`src/rtl/dss_pkg.sv`:
```
// package: constants, types and helpers for the daylight-saving scheduler
package dss_pkg;

  localparam logic [7:0] DSS_START_MONTH_OFS = 8'h20;
  localparam logic [7:0] DSS_START_DW_OFS    = 8'h21;
  localparam logic [7:0] DSS_START_DATE_OFS  = 8'h22;
  localparam logic [7:0] DSS_START_HOUR_OFS  = 8'h23;
  localparam logic [7:0] DSS_END_MONTH_OFS   = 8'h24;
  localparam logic [7:0] DSS_END_DW_OFS      = 8'h25;
  localparam logic [7:0] DSS_END_DATE_OFS    = 8'h26;
  localparam logic [7:0] DSS_END_HOUR_OFS    = 8'h27;

  localparam logic [7:0] DSS_START_MONTH_RST = 8'h00;
  localparam logic [7:0] DSS_START_DW_RST    = 8'h00;
  localparam logic [7:0] DSS_START_DATE_RST  = 8'h00;
  localparam logic [7:0] DSS_START_HOUR_RST  = 8'h00;
  localparam logic [7:0] DSS_END_MONTH_RST   = 8'h10;
  localparam logic [7:0] DSS_END_DW_RST      = 8'h00;
  localparam logic [7:0] DSS_END_DATE_RST    = 8'h00;
  localparam logic [7:0] DSS_END_HOUR_RST    = 8'h00;

  // writable bit masks; other bits read as zero
  localparam logic [7:0] DSS_START_MONTH_MASK = 8'h9F;
  localparam logic [7:0] DSS_END_MONTH_MASK   = 8'h1F;
  localparam logic [7:0] DSS_DW_MASK          = 8'h7F;
  localparam logic [7:0] DSS_DATE_MASK        = 8'h3F;
  localparam logic [7:0] DSS_HOUR_MASK        = 8'h3F;

  localparam int         DSS_ENABLE_BIT   = 7;
  localparam int         DSS_PRIO_BIT     = 6;
  localparam int         DSS_WEEK_LSB     = 3;
  localparam int         DSS_DOW_LSB      = 0;
  localparam logic [2:0] DSS_LAST_WEEK    = 3'h7;
  localparam logic [2:0] DSS_DAYS_IN_WEEK = 3'h7;
  localparam logic [7:0] DSS_FEB_BCD      = 8'h02;

  // running calendar, all fields in clock-register bcd format
  typedef struct packed {
    logic [7:0] year;
    logic [4:0] month;
    logic [5:0] date;
    logic [2:0] dow;
    logic [5:0] hour;
    logic [6:0] minute;
    logic [6:0] second;
  } dss_cal_t;

  // one schedule: month, day/week, date, hour bytes
  typedef struct packed {
    logic [7:0] month;
    logic [7:0] day_week;
    logic [7:0] date;
    logic [7:0] hour;
  } dss_sched_t;

  function automatic logic [6:0] dss_bcd2bin(input logic [7:0] bcd);
    logic [6:0] tens;
    tens = {3'h0, bcd[7:4]};
    return 7'((tens << 3) + (tens << 1) + {3'h0, bcd[3:0]});
  endfunction : dss_bcd2bin

  function automatic logic [6:0] dss_days_in_month(input logic [7:0] month_bcd,
                                                    input logic [7:0] year_bcd);
    logic [6:0] m;
    logic [6:0] y;
    m = dss_bcd2bin(month_bcd);
    y = dss_bcd2bin(year_bcd);
    if (m == 7'h02)
      return (y[1:0] == 2'h0) ? 7'h1D : 7'h1C;
    else if (m == 7'h04 || m == 7'h06 || m == 7'h09 || m == 7'h0B)
      return 7'h1E;
    else
      return 7'h1F;
  endfunction : dss_days_in_month

endpackage : dss_pkg

```
`src/rtl/dss_sched_match.sv`:
```
// schedule comparator: one schedule against the running calendar
`timescale 1ns/100ps
module dss_sched_match (
  input  wire dss_pkg::dss_sched_t sched_in,
  input  wire dss_pkg::dss_cal_t   cal_in,
  output logic                     day_hour_match_out
);
  import dss_pkg::*;

  logic [6:0] date_bin;
  logic [6:0] month_days;
  logic [2:0] week_now;
  logic       last_week;
  logic [2:0] want_week;
  logic [2:0] want_dow;
  logic       week_day_ok;
  logic       date_ok;
  logic       day_ok;
  logic       month_ok;
  logic       hour_ok;

  always_comb begin
    date_bin   = dss_bcd2bin({2'h0, cal_in.date});
    month_days = dss_days_in_month({3'h0, cal_in.month}, cal_in.year);
    week_now   = 3'(((date_bin - 7'h01) / 7'(DSS_DAYS_IN_WEEK)) + 7'h01);
    last_week  = (date_bin + 7'(DSS_DAYS_IN_WEEK)) > month_days;
    want_week  = sched_in.day_week[DSS_WEEK_LSB +: 3];
    want_dow   = sched_in.day_week[DSS_DOW_LSB +: 3];
    week_day_ok = ((want_week == DSS_LAST_WEEK) ? last_week : (want_week == week_now))
                  && (want_dow == cal_in.dow);
    date_ok  = (sched_in.date[5:0] == cal_in.date);
    day_ok   = sched_in.day_week[DSS_PRIO_BIT] ? week_day_ok : date_ok;
    month_ok = (sched_in.month[4:0] == cal_in.month);
    hour_ok  = (sched_in.hour[5:0] == cal_in.hour);
    day_hour_match_out = month_ok && day_ok && hour_ok;
  end

endmodule : dss_sched_match

```
`src/rtl/dss_scheduler.sv`:
```
// daylight-saving scheduler: schedule bytes, matching and hour adjustment
// Summary of operation
// - enable bit is bit 7 of byte 20h; adjustment only while it is one.
// - every reset clears the enable bit.
// - writing the enable bit to zero clears the adjusted flag.
// - start schedule at 20h-23h, end schedule at 24h-27h.
// - start month uses calendar month coding, resets to 00h.
// - end month uses calendar month coding, resets to 10h.
// - day/week bits 0-2 hold the target weekday, 0 to 6.
// - day/week bits 3-5 hold week 1 to 5; 7 means last week.
// - start byte 21h bit 6 set gives week and weekday priority.
// - end byte 25h bit 6 set gives week and weekday priority.
// - start date compared only when the start priority bit is zero.
// - end date compared only when the end priority bit is zero.
// - hour fields lack the mode bit, compared in current hour mode.
`timescale 1ns/100ps
module dss_scheduler (
  input  wire logic             ref_clk_in,
  input  wire logic             rst_n_in,
  input  wire logic [7:0]       reg_addr_in,
  input  wire logic [7:0]       reg_wdata_in,
  input  wire logic             reg_wr_in,
  input  wire logic             reg_rd_in,
  output logic [7:0]            reg_rdata_out,
  input  wire dss_pkg::dss_cal_t cal_in,
  input  wire logic             cal_update_in,
  output logic                  hour_advance_out,
  output logic                  hour_retard_out,
  output logic                  saving_enable_out,
  output logic                  saving_adjusted_flag_out
);
  import dss_pkg::*;

  logic [7:0] start_month_q;
  logic [7:0] start_dw_q;
  logic [7:0] start_date_q;
  logic [7:0] start_hour_q;
  logic [7:0] end_month_q;
  logic [7:0] end_dw_q;
  logic [7:0] end_date_q;
  logic [7:0] end_hour_q;
  logic       flag_q;
  logic       advance_q;
  logic       retard_q;
  logic [7:0] rdata_q;
  logic [7:0] rdata_d;
  dss_sched_t start_sched;
  dss_sched_t end_sched;
  logic       start_match;
  logic       end_match;
  logic       hour_edge;
  logic       fire_start;
  logic       fire_end;
  logic       enable_off_wr;

  function automatic logic wr_hit(input logic [7:0] ofs);
    return reg_wr_in && (reg_addr_in == ofs);
  endfunction : wr_hit

  always_ff @(posedge ref_clk_in or negedge rst_n_in) begin
    if (!rst_n_in) begin
      start_month_q <= DSS_START_MONTH_RST;
      start_dw_q    <= DSS_START_DW_RST;
      start_date_q  <= DSS_START_DATE_RST;
      start_hour_q  <= DSS_START_HOUR_RST;
    end else begin
      if (wr_hit(DSS_START_MONTH_OFS)) begin
        start_month_q <= reg_wdata_in & DSS_START_MONTH_MASK;
      end
      if (wr_hit(DSS_START_DW_OFS)) begin
        start_dw_q <= reg_wdata_in & DSS_DW_MASK;
      end
      if (wr_hit(DSS_START_DATE_OFS)) begin
        start_date_q <= reg_wdata_in & DSS_DATE_MASK;
      end
      if (wr_hit(DSS_START_HOUR_OFS)) begin
        start_hour_q <= reg_wdata_in & DSS_HOUR_MASK;
      end
    end
  end

  always_ff @(posedge ref_clk_in or negedge rst_n_in) begin
    if (!rst_n_in) begin
      end_month_q <= DSS_END_MONTH_RST;
      end_dw_q    <= DSS_END_DW_RST;
      end_date_q  <= DSS_END_DATE_RST;
      end_hour_q  <= DSS_END_HOUR_RST;
    end else begin
      if (wr_hit(DSS_END_MONTH_OFS)) begin
        end_month_q <= reg_wdata_in & DSS_END_MONTH_MASK;
      end
      if (wr_hit(DSS_END_DW_OFS)) begin
        end_dw_q <= reg_wdata_in & DSS_DW_MASK;
      end
      if (wr_hit(DSS_END_DATE_OFS)) begin
        end_date_q <= reg_wdata_in & DSS_DATE_MASK;
      end
      if (wr_hit(DSS_END_HOUR_OFS)) begin
        end_hour_q <= reg_wdata_in & DSS_HOUR_MASK;
      end
    end
  end

  // read mux, unmapped offsets read zero
  always_comb begin
    unique case (reg_addr_in)
      DSS_START_MONTH_OFS: rdata_d = start_month_q;
      DSS_START_DW_OFS:    rdata_d = start_dw_q;
      DSS_START_DATE_OFS:  rdata_d = start_date_q;
      DSS_START_HOUR_OFS:  rdata_d = start_hour_q;
      DSS_END_MONTH_OFS:   rdata_d = end_month_q;
      DSS_END_DW_OFS:      rdata_d = end_dw_q;
      DSS_END_DATE_OFS:    rdata_d = end_date_q;
      DSS_END_HOUR_OFS:    rdata_d = end_hour_q;
      default:             rdata_d = 8'h00;
    endcase
  end

  always_ff @(posedge ref_clk_in or negedge rst_n_in) begin
    if (!rst_n_in) begin
      rdata_q <= 8'h00;
    end else if (reg_rd_in) begin
      rdata_q <= rdata_d;
    end
  end

  assign start_sched = '{month: start_month_q, day_week: start_dw_q,
                         date: start_date_q, hour: start_hour_q};
  assign end_sched   = '{month: end_month_q, day_week: end_dw_q,
                         date: end_date_q, hour: end_hour_q};

  dss_sched_match u_start_match (
    .sched_in           (start_sched),
    .cal_in             (cal_in),
    .day_hour_match_out (start_match)
  );

  dss_sched_match u_end_match (
    .sched_in           (end_sched),
    .cal_in             (cal_in),
    .day_hour_match_out (end_match)
  );

  // act only on the first second of the scheduled hour
  assign hour_edge = cal_update_in && (cal_in.minute == 7'h00) && (cal_in.second == 7'h00);
  assign fire_start = hour_edge && start_month_q[DSS_ENABLE_BIT] && start_match && !flag_q;
  // end fires once, only while adjusted
  assign fire_end   = hour_edge && start_month_q[DSS_ENABLE_BIT] && end_match && flag_q;
  assign enable_off_wr = wr_hit(DSS_START_MONTH_OFS) && !reg_wdata_in[DSS_ENABLE_BIT];

  always_ff @(posedge ref_clk_in or negedge rst_n_in) begin
    if (!rst_n_in) begin
      flag_q <= 1'b0;
    end else if (enable_off_wr) begin
      flag_q <= 1'b0;
    end else if (fire_start) begin
      flag_q <= 1'b1;
    end else if (fire_end) begin
      flag_q <= 1'b0;
    end
  end

  always_ff @(posedge ref_clk_in or negedge rst_n_in) begin
    if (!rst_n_in) begin
      advance_q <= 1'b0;
      retard_q  <= 1'b0;
    end else begin
      advance_q <= fire_start && !enable_off_wr;
      retard_q  <= fire_end && !enable_off_wr;
    end
  end

  assign reg_rdata_out            = rdata_q;
  assign hour_advance_out         = advance_q;
  assign hour_retard_out          = retard_q;
  assign saving_enable_out        = start_month_q[DSS_ENABLE_BIT];
  assign saving_adjusted_flag_out = flag_q;

endmodule : dss_scheduler

```
`config.mk`:
```
export PLATFORM = sky130hd
export DESIGN_NAME = dss_scheduler
export DESIGN_NICKNAME = d
export VERILOG_FILES = /design/src/rtl/dss_pkg.sv /design/src/rtl/dss_sched_match.sv /design/src/rtl/dss_scheduler.sv
export SDC_FILE = /design/constraint.sdc
export NUM_CORES = 1
export LEC_CHECK = 0
export ABC_AREA = 1
export BUFFER_PORTS_ARGS = -buffer_cell sky130_fd_sc_hd__buf_4
export CAP_MARGIN = 0
export CORE_MARGIN = 2
export CORE_UTILIZATION = 56
export CTS_BUF_LIST = sky130_fd_sc_hd__clkbuf_16
export CTS_CLUSTER_SIZE = 16
export DETAILED_ROUTE_END_ITERATION = 8
export GPL_ROUTABILITY_DRIVEN = 0
export GPL_TIMING_DRIVEN = 1
export HOLD_SLACK_MARGIN = 0.15
export PLACE_DENSITY = 0.84
export SYNTH_ARGS = -nofsm -noshare
export SYNTH_HDL_FRONTEND = slang
export SYNTH_SLANG_ARGS = --single-unit
export TNS_END_PERCENT = 10
```
`constraint.sdc`:
```
create_clock -name ref_clk_in -period 2.34 [get_ports ref_clk_in]
set_clock_uncertainty 0.2 [all_clocks]
set_input_delay 0.702 -clock ref_clk_in [delete_from_list [all_inputs] [get_ports ref_clk_in]]
set_output_delay 0.702 -clock ref_clk_in [all_outputs]
set_load 0.02 [all_outputs]
```
==> results by group <==
Outcome
  • Status: finished, violations left
  • Failing checks: design-rule violations, negative setup slack

Place
  • Cell Area, Placed: 0.00525 mm2
  • Placed cells: between 700 and 800
  • DP HPWL: 10,200 um
  • Buffers on Ports: 69

Global route
  • First-pass GRT wire length: 21,500 um
  • Pin count of the biggest net entering global routing: 35
  • Remaining global-route overflow: 0
  • GRT Total Usage: 36.1%
  • Vias in the first global route: 4,581
  • Initial antenna violation count: 0

Worst hold path
  • Hold Startpoint: start_hour_q[2]
  • Hold Path Cell Cnt: 2
  • Worst Hold Class: flip-flop to flip-flop
  • Worst Hold End: start_hour_q[2]

Clock network
  • Total CTS buffers: 9
  • H-Tree Depth: 3
  • Clk Tree Root Cell: clkbuf_16
  • CTS Buffer Depth: 2
  • CTS sink cnt: 60
  • CTS tree: done
  • Clock edge transition at the registers on the reported setup and hold paths: 0.05 ns
  • Clock Latency Late Sink: around 0.33 ns

Routing
  • Wire per inst: 17.9 um
  • Vias per inst: 6.02
  • Routed Antenna Nets: 0
  • Drt total wl: 13,800 um
  • Via Count: 4,652
  • Drc violations: 8
  • 1st-iter DRT viols: approximately 530
  • Pre-Repair DR Iteration Count: 9

Cells and area
  • Design Area, Final: 0.00571 mm2
  • P&R area growth vs syn: 41.0%
  • Final Util: 80.0%
  • Fin nets: 745
  • Final non-filler cell total: roughly 770
  • Diode count: 0
  • Layout cells sized above 1: between 30% and 40%

Setup path
  • Endpoint class of the critical path: flip-flop
  • CP max FO: 5
  • CP required: 2.36 ns
  • Startpoint class of the critical path: primary input
  • Largest delay contributor family on the critical path: simple AND/OR/NAND/NOR gates
  • CP max-delay cell: fa_2
  • R2r setup slk: -0.17 ns
  • Crit path DAT: 4.08 ns
  • Worst path max stage delay: 0.59 ns
  • Setup CP Type: primary input to flip-flop
  • Buffers and inverters on the worst path: 4
  • FF-to-FF Start: start_month_q[7]
  • RR Endpoint: saving_adjusted_flag_out
  • Critical Path Most Common Cell: nand2_1
  • R2r worst-path depth: 9

Synth
  • Post-synth cell types: 39
  • Sequential element share of the synthesized area: 37.1%
  • Synthesized flop and latch total: 60
  • Main flop type after synthesis: dfrtp_1
  • Most common cell in the synthesized netlist: nand2_1
  • Post-Syn Area per Cell: 7.80 um2
  • Post-synth EDFFs: 0
  • Synthesized cell area: 0.00405 mm2
  • Cells after synthesis: between 500 and 600
  • Synth Net Count: 595
  • Cell type with the largest total area after synthesis: dfrtp_1
  • Post-synth top cells: nand2_1 (113), inv_1 (82), dfrtp_1 (59), o21ai_0 (49), nor2_1 (28)
  • Synth async-reset ratio: 100%
  • Synth Warn #: 0
  • Leading post-synthesis cells by cell area: dfrtp_1 (36%), nand2_1 (10%), inv_1 (7.6%)
  • Top-area cell type share of the netlist area: 36.5%

Timing
  • Crit share post-route: 173%
  • Highest clock rate: about 250 MHz
  • Slew margin rel.: between 60% and 70%
  • Final hold slack: 0.302 ns
  • Final worst slack: -1.72 ns
  • Slew @ Worst Pin: ~0.47 ns
  • Final slew viol count: 0
  • Min cycle time layout: 4.06 ns
  • Final hold vios: 0
  • Final Setup Violations: 3
  • RSZ-0062 raised after global routing: true

Die
  • Starting Density: 56.7%
  • DIE WIDTH: 89.0 um
  • Core area: 0.00714 mm2
  • Num rows: 31
  • I/O pin cnt: 75
  • Die area: around 0.008 mm2
  • Die Span Y: ~89 um

Pwr
  • Peak VDD IR: 0.425 mV
  • Leakage power: 0.00283 uW
  • Power Dens Cells: 611 mW/mm2
  • Total chip power: 3490 uW

Run
  • Max cap viols: 0
## tightest hold or removal path, delay by kind of cell, from the launching register on
| family | cells | cell delay [ns] |
|---|---|---|
| AO/OA/AOI/OAI | 1 | 0.06 |
| AND/OR/NAND/NOR | 1 | 0.05 |
| flip-flops | 1 | 0.35 |
## worst max-delay path by stage
stage / from / endpoint / cells after the start
after global routing: cal_in[27] / saving_adjusted_flag_out / 28
after CTS: cal_in[27] / saving_adjusted_flag_out / 33
final: cal_in[27] / saving_adjusted_flag_out / 29
after global placement: cal_in[24] / saving_adjusted_flag_out / 33
after detailed placement: cal_in[24] / saving_adjusted_flag_out / 33
after floorplan: cal_in[24] / saving_adjusted_flag_out / 32
## state kept, by name, summed over array words and instances (netlist names)
register / flops
start_dw_q: 7
end_date_q: 6
start_date_q: 6
hour_advance_out: 1
start_hour_q: 6
hour_retard_out: 1
end_dw_q: 7
saving_adjusted_flag_out: 1
start_month_q: 6
end_hour_q: 6
reg_rdata_out: 8
end_month_q: 5
## final cells by class
class	count	area, um2
Clock buffer	9	225
Clock inverter	7	53.8
Fill cell	470	1430
Inverter	86	325
Multi-Input combinational cell	366	2360
Sequential cell	60	1500
Tap cell	99	124
Timing Repair Buffer	146	1120
## repair_timing
item | 4_1_cts | 5_1_grt
gates resized for setup | 11 | 23
setup endpoints to repair | 5 | 23
pin swaps | 15 | 11
endpoints found under the hold margin | 32 | 0
setup buffers | 4 | 3
hold buffers | 1 | 0
## where the power goes
part	switching (uW)	internal, uW	leakage, uW
Combinational	595	520	0.00198
Clock	502	718	0.000128
Sequential	58.2	1100	0.000717
## cells by family after synthesis
| kind of cell | Yosys count | share of synthesized area [%] |
|---|---|---|
| and+or+nand+nor | 212 | 25.9 |
| adders and majority gates | 13 | 4.20 |
| DFF | 60 | 37.1 |
| muxes | 7 | 1.95 |
| xor gates and xnor gates | 23 | 4.97 |
| buffers and inverters | 93 | 8.62 |
| AOI/OAI and AO/OA | 111 | 17.3 |
## metal layers
| layer | track usage, % | vias to the layer above | wire length [um] |
|---|---|---|---|
| met2 | 60.6 | 303 | 6880 |
| met1 | 42.3 | 2196 | 5000 |
| met3 | 9.23 | 92 | 1190 |
| li1 | - | 2061 | - |
| met5 | 0 | - | 0 |
| met4 | 19.8 | 0 | 780 |
## layout by cell type (no fill, tap or decap), types with 9 or more instances in the layout
master       n
nand2_2     15
nand2_1    103
clkbuf_16    9
nand3_1     18
dfrtp_1     59
xnor2_1     13
inv_1       75
o22ai_1     16
buf_4      142
nor2_1      28
inv_2       10
nand4_1     13
a221oi_1    16
ha_1         9
o21ai_0     49
## metrics by stage
| stage | setup TNS [ns] | setup WS [ns] |
|---|---|---|
| 2_1_floorplan | -7.00 | -1.80 |
| 3_3_place_gp | -14.94 | -1.89 |
| 3_5_place_dp | -16.69 | -2.07 |
| 4_1_cts | -4.80 | -1.64 |
| 5_1_grt | -5.89 | -1.96 |
| 6_report | -5.02 | -1.72 |
No activity file was read; power rests on OpenSTA's default activity.
